File: src/cmc_pkg.sv
// package for the cache mode control block: register map, fields, types
package cmc_pkg;

    // register byte offsets
    localparam logic [7:0] CMC_OFF_CTRL = 8'h00;
    localparam logic [7:0] CMC_OFF_MODE = 8'h04;
    localparam logic [7:0] CMC_OFF_INT_STAT = 8'h08;
    localparam logic [7:0] CMC_OFF_INT_CLR = 8'h0C;
    localparam logic [7:0] CMC_OFF_INT_EN = 8'h10;

    // primary control register fields
    localparam int CMC_BIT_INHIBIT = 30;
    localparam int CMC_BIT_WPOLICY = 29;
    localparam int CMC_BIT_RANGE_EN = 1;
    localparam int CMC_BIT_ALL_UC = 0;
    localparam logic [31:0] CMC_CTRL_MASK = 32'h6000_0003;
    // no-fill mode after reset, range-type registers enabled
    localparam logic [31:0] CMC_CTRL_RESET = 32'h4000_0002;

    // mode status fields
    localparam int CMC_BIT_NORMAL = 0;
    localparam int CMC_BIT_NOFILL = 1;
    localparam int CMC_BIT_STRICT = 2;

    // interrupt status bits
    localparam int CMC_INT_FAULT = 0;
    localparam int CMC_INT_MODE = 1;
    localparam int CMC_INT_W = 2;

    // error code carried by the protection fault
    localparam logic [15:0] CMC_FAULT_CODE = 16'h0000;

    typedef enum logic [1:0] {
        CMC_MODE_NORMAL = 2'b01,
        CMC_MODE_NOFILL = 2'b10
    } cmc_mode_type;

    typedef enum logic [1:0] {
        CMC_LINE_INVALID = 2'b00,
        CMC_LINE_SHARED = 2'b01,
        CMC_LINE_EXCL = 2'b10,
        CMC_LINE_MOD = 2'b11
    } cmc_line_type;

    // one cache access from the core, with its lookup result
    typedef struct packed {
        logic valid;
        logic write;
        logic hit;
        cmc_line_type line_state;
        logic cache_ok;
        logic upgrade_ok;
    } cmc_access_type;

    // handling chosen for that access
    typedef struct packed {
        logic valid;
        logic serve;
        logic mem_read;
        logic mem_write;
        logic fill;
        logic replace;
        logic update;
        logic state_we;
        cmc_line_type new_state;
        logic rd_inval;
    } cmc_decision_type;

endpackage

File: src/cmc_mode_ctrl.sv
// cache operating mode control: flag decode, access handling, registers
`timescale 1ns/1ns

module cmc_mode_ctrl #(
    parameter int ADDR_W = 8
) (
    // clock and reset
    input wire logic clk_sys_in,
    input wire logic reset_n_in,
    // register port
    input wire logic [ADDR_W-1:0] reg_addr_in,
    input wire logic [31:0] reg_wdata_in,
    input wire logic reg_wr_in,
    input wire logic reg_rd_in,
    output logic [31:0] reg_rdata_out,
    // cache access decisions
    input wire cmc_pkg::cmc_access_type acc_in,
    output cmc_pkg::cmc_decision_type dec_out,
    // snoop side
    input wire logic snoop_valid_in,
    output logic snoop_ack_out,
    output logic invalidate_allow_out,
    // mode and ordering
    output logic strict_order_out,
    // protection fault and interrupt
    output logic fault_out,
    output logic [15:0] fault_code_out,
    output logic irq_out
);
    import cmc_pkg::*;

    if (ADDR_W < 5) begin : g_addr_check
        $error("cmc_mode_ctrl: ADDR_W must be at least 5");
    end

    function automatic logic addr_is(input logic [ADDR_W-1:0] a, input logic [7:0] off);
        addr_is = (a == ADDR_W'(off));
    endfunction

    // ---------------- control register ----------------
    logic [31:0] ctrl_q, ctrl_d;
    logic fault_q, fault_d;
    logic ctrl_wr;
    logic bad_combo;
    logic mode_chg;

    assign ctrl_wr = reg_wr_in && addr_is(reg_addr_in, CMC_OFF_CTRL);
    assign bad_combo = !reg_wdata_in[CMC_BIT_INHIBIT] && reg_wdata_in[CMC_BIT_WPOLICY];

    always_comb begin
        ctrl_d = ctrl_q;
        fault_d = 1'b0;
        if (ctrl_wr && bad_combo) begin
            fault_d = 1'b1;
        end else if (ctrl_wr) begin
            ctrl_d = reg_wdata_in & CMC_CTRL_MASK;
        end
    end

    assign mode_chg = ctrl_wr && !bad_combo &&
        (reg_wdata_in[CMC_BIT_INHIBIT] != ctrl_q[CMC_BIT_INHIBIT]);

    always_ff @(posedge clk_sys_in or negedge reset_n_in) begin
        if (!reset_n_in) begin
            ctrl_q <= CMC_CTRL_RESET;
            fault_q <= 1'b0;
        end else begin
            ctrl_q <= ctrl_d;
            fault_q <= fault_d;
        end
    end

    assign fault_out = fault_q;
    assign fault_code_out = CMC_FAULT_CODE;

    // ---------------- mode decode ----------------
    cmc_mode_type mode;
    logic strict;

    // inhibit set means no-fill, write policy ignored
    assign mode = ctrl_q[CMC_BIT_INHIBIT] ? CMC_MODE_NOFILL : CMC_MODE_NORMAL;
    // ordering depends on range registers only
    assign strict = !ctrl_q[CMC_BIT_RANGE_EN] || ctrl_q[CMC_BIT_ALL_UC];

    // ---------------- access handling ----------------
    cmc_decision_type dec_q, dec_d;
    logic snoop_q, snoop_d;
    logic strict_q, strict_d;
    logic normal;

    assign normal = (mode == CMC_MODE_NORMAL);

    always_comb begin
        dec_d = '0;
        dec_d.new_state = CMC_LINE_INVALID;
        dec_d.valid = acc_in.valid;
        if (acc_in.valid) begin
            if (!acc_in.write) begin
                dec_d.serve = acc_in.hit;
                dec_d.mem_read = !acc_in.hit;
                dec_d.fill = !acc_in.hit && normal && acc_in.cache_ok;
                dec_d.replace = dec_d.fill;
                dec_d.state_we = dec_d.fill;
                dec_d.new_state = CMC_LINE_EXCL;
            end else if (acc_in.hit) begin
                dec_d.update = 1'b1;
                dec_d.state_we = 1'b1;
                dec_d.new_state = CMC_LINE_MOD;
                if (acc_in.line_state == CMC_LINE_SHARED) begin
                    dec_d.mem_write = 1'b1;
                    dec_d.new_state = CMC_LINE_SHARED;
                    if (acc_in.upgrade_ok) begin
                        dec_d.rd_inval = 1'b1;
                        dec_d.new_state = normal ? CMC_LINE_MOD : CMC_LINE_EXCL;
                    end
                end
            end else begin
                dec_d.mem_write = 1'b1;
                // fill on write miss in normal mode only
                dec_d.fill = normal && acc_in.cache_ok;
                dec_d.replace = dec_d.fill;
                dec_d.state_we = dec_d.fill;
                dec_d.new_state = CMC_LINE_MOD;
            end
        end
        snoop_d = snoop_valid_in;
        strict_d = strict;
    end

    always_ff @(posedge clk_sys_in or negedge reset_n_in) begin
        if (!reset_n_in) begin
            dec_q <= '0;
            snoop_q <= 1'b0;
            strict_q <= 1'b1;
        end else begin
            dec_q <= dec_d;
            snoop_q <= snoop_d;
            strict_q <= strict_d;
        end
    end

    assign dec_out = dec_q;
    assign snoop_ack_out = snoop_q;
    // invalidation allowed in both legal modes
    assign invalidate_allow_out = 1'b1;
    assign strict_order_out = strict_q;

    // ---------------- interrupts ----------------
    logic [CMC_INT_W-1:0] int_stat_q, int_stat_d;
    logic [CMC_INT_W-1:0] int_en_q, int_en_d;
    logic [CMC_INT_W-1:0] int_set;
    logic [CMC_INT_W-1:0] int_clr;
    logic irq_q, irq_d;

    always_comb begin
        int_set = '0;
        int_set[CMC_INT_FAULT] = ctrl_wr && bad_combo;
        int_set[CMC_INT_MODE] = mode_chg;
        int_clr = '0;
        if (reg_wr_in && addr_is(reg_addr_in, CMC_OFF_INT_CLR)) begin
            int_clr = reg_wdata_in[CMC_INT_W-1:0];
        end
        // set wins over a clear in the same cycle
        int_stat_d = (int_stat_q & ~int_clr) | int_set;
        int_en_d = int_en_q;
        if (reg_wr_in && addr_is(reg_addr_in, CMC_OFF_INT_EN)) begin
            int_en_d = reg_wdata_in[CMC_INT_W-1:0];
        end
        irq_d = |(int_stat_d & int_en_d);
    end

    always_ff @(posedge clk_sys_in or negedge reset_n_in) begin
        if (!reset_n_in) begin
            int_stat_q <= '0;
            int_en_q <= '0;
            irq_q <= 1'b0;
        end else begin
            int_stat_q <= int_stat_d;
            int_en_q <= int_en_d;
            irq_q <= irq_d;
        end
    end

    assign irq_out = irq_q;

    // ---------------- register read ----------------
    logic [31:0] rdata_q, rdata_d;

    always_comb begin
        rdata_d = '0;
        if (reg_rd_in) begin
            if (addr_is(reg_addr_in, CMC_OFF_CTRL)) begin
                rdata_d = ctrl_q;
            end else if (addr_is(reg_addr_in, CMC_OFF_MODE)) begin
                rdata_d[CMC_BIT_NORMAL] = normal;
                rdata_d[CMC_BIT_NOFILL] = !normal;
                rdata_d[CMC_BIT_STRICT] = strict;
            end else if (addr_is(reg_addr_in, CMC_OFF_INT_STAT)) begin
                rdata_d[CMC_INT_W-1:0] = int_stat_q;
            end else if (addr_is(reg_addr_in, CMC_OFF_INT_EN)) begin
                rdata_d[CMC_INT_W-1:0] = int_en_q;
            end
        end
    end

    always_ff @(posedge clk_sys_in or negedge reset_n_in) begin
        if (!reset_n_in) begin
            rdata_q <= '0;
        end else begin
            rdata_q <= rdata_d;
        end
    end

    assign reg_rdata_out = rdata_q;
endmodule

File: config.mk
export PLATFORM = sky130hd
export DESIGN_NAME = cmc_mode_ctrl
export DESIGN_NICKNAME = d
export VERILOG_FILES = /design/src/cmc_pkg.sv /design/src/cmc_mode_ctrl.sv
export SDC_FILE = /design/constraint.sdc
export NUM_CORES = 1
export LEC_CHECK = 0
export BUFFER_PORTS_ARGS = -buffer_cell sky130_fd_sc_hd__buf_2
export CORE_ASPECT_RATIO = 0.9
export CORE_UTILIZATION = 25
export CTS_CLUSTER_DIAMETER = 50
export DETAILED_ROUTE_END_ITERATION = 8
export PLACE_DENSITY = 0.56
export SKIP_CTS_REPAIR_TIMING = 1
export SYNTH_ARGS = -nofsm -noshare
export SYNTH_HDL_FRONTEND = slang
export SYNTH_SLANG_ARGS = --single-unit
File: constraint.sdc
create_clock -name clk_sys_in -period 1.1 [get_ports clk_sys_in]
set_input_delay 0.055 -clock clk_sys_in [delete_from_list [all_inputs] [get_ports clk_sys_in]]
set_output_delay 0.055 -clock clk_sys_in [all_outputs]
set_load 0.005 [all_outputs]
**Word-level counts from Yosys, hierarchy flattened**

Index checks and enable logic that the tools add are counted.

- Bits in registers: 55
- Input bits: 52
- Output and inout port bits: 64
- Word-level logic and storage cells: 76

- Equal/unequal tests: 7
- Muxes and demuxes: 27
- Bitwise logic cells: 5
- Reductions and logical operators: 19

Operator list:

| cell | number |
|---|---|
| two-way mux 32 bit | 1 |
| two-way mux 28 bit | 1 |
| two-way mux 2 bit | 9 |
| == test 8 x 4 -> 1 bit, second input constant | 2 |
| two-way mux 3 bit | 5 |
| logical AND 1 bit | 10 |
| two-way mux 1 bit | 10 |
| two-way mux 10 bit | 1 |
| == test 8 x 3 -> 1 bit, second input constant | 1 |
| == test 8 x 5 -> 1 bit, second input constant | 1 |
| logical NOT 8 bit | 1 |
| logical NOT 1 bit | 5 |
| AND 2 bit | 2 |
| == test 2 x 1 -> 1 bit, second input constant | 2 |
| inverter 2 bit | 1 |
| OR 2 bit | 1 |
| AND reduction 2 bit | 1 |
| OR reduction 2 bit | 1 |
| logical OR 1 bit | 1 |
| inequality test 1 bit | 1 |
| inverter 1 bit | 1 |

**Depth between registers and ports, before layout**

- Depth after elaboration: 8
- Mapped depth: 4
- Gate-level depth less buffers: 4

**Worst setup path after synthesis**

OpenSTA, ideal clock, no wires.

- Path kind: register to register
- From: reg ctrl_q[30]
- To: reg irq_q (netlist: irq_out)
- Setup time: 0.131 ns
- Arrival time: 1.023 ns
- Data required time: 0.969 ns
- Slack: -0.054 ns
- Stages on the path, launching flop included: 4
- Buffers on the path: 0
- Clock period less this slack: 1.154 ns
- Cells stage by stage: dfstp_2 > mux2i_1 > a2bb2oi_1 > o22ai_1

- Cells in the longest elaborated chain, start to end: 5

RTL lines:

| element | line | text |
|---|---|---|
| start, declared | cmc_mode_ctrl.sv:41 | `logic [31:0] ctrl_q, ctrl_d;` |
| start signal, assigned | cmc_mode_ctrl.sv:68 | `ctrl_q <= ctrl_d;` |
| inequality test 1 bit | cmc_mode_ctrl.sv:61 | `(reg_wdata_in[CMC_BIT_INHIBIT] != ctrl_q[CMC_BIT_INHIBIT]);` |
| logical AND 1 bit | cmc_mode_ctrl.sv:60 | `assign mode_chg = ctrl_wr && !bad_combo &&` |
| OR 2 bit | cmc_mode_ctrl.sv:164 | `int_stat_d = (int_stat_q & ~int_clr) \| int_set;` |
| AND 2 bit | cmc_mode_ctrl.sv:169 | `irq_d = \|(int_stat_d & int_en_d);` |
| OR reduction 2 bit | cmc_mode_ctrl.sv:169 |  |
| net irq_d | cmc_mode_ctrl.sv:153 | `logic irq_q, irq_d;` |
| end signal, assigned | cmc_mode_ctrl.sv:180 | `irq_q <= irq_d;` |
| end, declared | cmc_mode_ctrl.sv:153 |  |

The timed path passes the listed nets, and every way through them passes these cells.
A chain may end at the register's enable or synchronous reset.

**Worst setup path after layout**

Same ends and word-level chain as after synthesis.

==> flow_summary.ini <==
[detailed_routing]
drc_errors = 0
met3_wirelength_microns = 160
vias = 987
dr_wl_met2_microns = 1290
wl_microns = 2520
drtIter0Drc = 42
vias_per_cell = 3.74
drt-met1-wl_microns = 1040
ant_nets = 0
maxUsedRoutingLayer = met4
avgRoutedWirePerCell_microns = 9.53
drtPass1Iterations = 4

[pwr]
peakVddDrop_mv = 0.585
p_leak_nw = 0.966
power.density_mw_per_mm2 = 1040

[cells_and_area]
regArea_sq_um = 679
antenna_cells = 0
drive_above_1_share = 0.371
multiInputGateArea_sq_um = 624
final_nets = 247
post_layout_nonfiller_instances = 264
layout-area-overhead-vs-synth_pct = 20.2
fill_cells = 576

[setup_path]
start_kind = flip-flop
cp_num_buf_inv = 0
rr_startpoint = ctrl_q[30]
critical-path-max-stage-delay_ns = 0.57
cp.arrival_ns = 1.29
endpoint_kind = flip-flop
worstSetupPathType = reg -> reg
cp_cell_sequence = mux2i_2 > a2bb2oi_2 > o22ai_1
crit_start = ctrl_q[30]
crit_family = flip-flops
critPathMaxFanout = 2
crit_required_ns = 1.25
cpMaxStageDelayCell = dfstp_2

[floorplan]
die_w_microns = 83.1
io_pins = 116
floorplan.initialDensity = 0.260
rows = 26
die_h_microns = 75.0
die_area_sq_mm = 0.00623
core-area_sq_mm = 0.00569

[global_route]
antenna_found_initial = 0
grt_pass1_wl_microns = 3800
gr-total-overflow = 0
first_global_vias = 830
groute.usage.overall = 0.0785
grt_max_degree = 28

[place]
globalplace.congestion = 0.727
dp.cells = 257
place_hpwl_microns = 2020
port_buffers = 43

[sta]
max_slew_margin = 0.614
skew_ns = 0.00455
min_period_over_period = 1.04
hold_viol = 1
setup_ws_ns = -0.0386
rsz0062_at_grt = yes
setup_viol = 1
clock.fmax_mhz = 878
min_period_ns = 1.14
whs_ns = -0.000934
worst_pin_slew_ns = 0.579
drv_slew = 0

[synthesis]
synth.cell_area_sq_mm = 0.00148
synth_ff_type = dfrtp_1
synthArstFlopShare = 1.00
synthCells = 139
synth_seq_cells = 27
synth_edf_count = 0
yosys_warnings = 0
syn_area_per_cell_sq_um = 10.6
synth_cell_types = 36
ys_seq_area_frac = 0.459

[cts]
cts.sinks = 27
cts_root_buf = clkbuf_8
clk_latency_ns = 0.26
cts_buffers = 3
cts_buffer_depth = 2
clk_pin_slew_worst_paths_ns = 0.09
tritoncts = yes
h-tree-depth = 1

[run_status]
status = complete, but fails checks
violations = negative hold slack, negative setup slack

[worst_hold_path]
worstHoldStart = acc_in[5]
hp-class = in -> reg

[run]
cap_viol_max_count = 0
cells in the mapped netlist (all sizes together), types with 2 or more instances:
library cell | count | share of area
nor3 | 3 | 0.018
nor2b | 3 | 0.013
nand2b | 2 | 0.014
a2bb2oi | 3 | 0.018
nand3 | 2 | 0.010
nor3b | 2 | 0.010
and2 | 3 | 0.013
dfstp | 3 | 0.053
nor2 | 5 | 0.013
dfrtp | 24 | 0.41
o22ai | 2 | 0.0085
buf | 45 | 0.23
nand2 | 6 | 0.015
and3 | 2 | 0.0085
conb | 2 | 0.0051
inv | 8 | 0.020
mux2 | 2 | 0.020
nand4 | 2 | 0.0085
mux2i | 3 | 0.020
o21ai | 4 | 0.014
worst paths after layout:
check	slack [ns]	to	depth (start not counted)
min reg2reg	0.50	strict_order_out	1
min	-0.0009	dec_out[8]	2
max	-0.04	irq_out	3
min in group asynchronous	0.31	dec_out[3]	2
max in group asynchronous	0.41	dec_out[8]	2
max reg2reg	-0.04	irq_out	3
cell type report:
cell class	count	area share
clock buffer	3	0.0232
clock inverter	1	0.00422
tap	70	0.0492
inverter	8	0.0169
multi-input combinational	101	0.351
sequential	27	0.382
timing repair buffer	54	0.174
worst register-to-register path: stages (launching register included):
cell and delay (ns):
dfstp_2 0.57, mux2i_2 0.22, a2bb2oi_2 0.16, o22ai_1 0.08
logic make-up after synthesis:
group	synth area share
AOI/OAI and AO/OA	0.0609
DFF	0.459
and+or+nand+nor	0.186
muxes	0.0406
buffers and inverters	0.249
other	0.00507
placed cells by master (no fill, tap or decap), types with 3 or more instances in the layout:
| master | n |
|---|---|
| conb_1 | 44 |
| and2_1 | 3 |
| inv_1 | 8 |
| o21ai_0 | 4 |
| nor2b_1 | 3 |
| dlygate4sd3_1 | 3 |
| clkbuf_8 | 3 |
| dfrtp_1 | 24 |
| dfstp_2 | 3 |
| nor2_1 | 5 |
| buf_4 | 7 |
| buf_2 | 43 |
| nand2_1 | 6 |
stage by stage:
step / cell area (sq um) / power (W) / worst slack (ns) / TNS [ns] / utilization
after detailed placement: 1660 / 0.00130 / -0.227 / -0.866 / 0.292
after global routing: 1780 / 0.00195 / -0.0838 / -0.135 / 0.313
after CTS: 1710 / 0.00186 / -0.0679 / -0.155 / 0.301
after global placement: 1660 / 0.00130 / -0.174 / -0.757 / 0.292
final: 1780 / 0.00185 / -0.0386 / -0.0386 / 0.313
after floorplan: 1640 / 0.00128 / -0.0294 / -0.0415 / -
sequential cells by signal (all words and copies together) (netlist names):
| signal | count |
|---|---|
| snoop_ack_out | 1 |
| fault_out | 1 |
| reg_rdata_out | 5 |
| strict_order_out | 1 |
| int_stat_q | 2 |
| irq_out | 1 |
| dec_out | 10 |
| int_en_q | 2 |
| ctrl_q | 4 |
per-layer routing:
metal  vias up  track usage
li1        489            -
met1       454       0.0935
met2        42        0.134
met3         2       0.0208
met4         0       0.0402
met5         -            0
where the power goes:
part           leakage [nW]  switching, W  internal, W
Combinational         0.590      0.000148     0.000115
Clock                0.0217      0.000295     0.000256
Sequential            0.354     0.0000131      0.00103
Total                 0.966      0.000456      0.00140
Note: power is estimated with default switching activity, not from simulation.
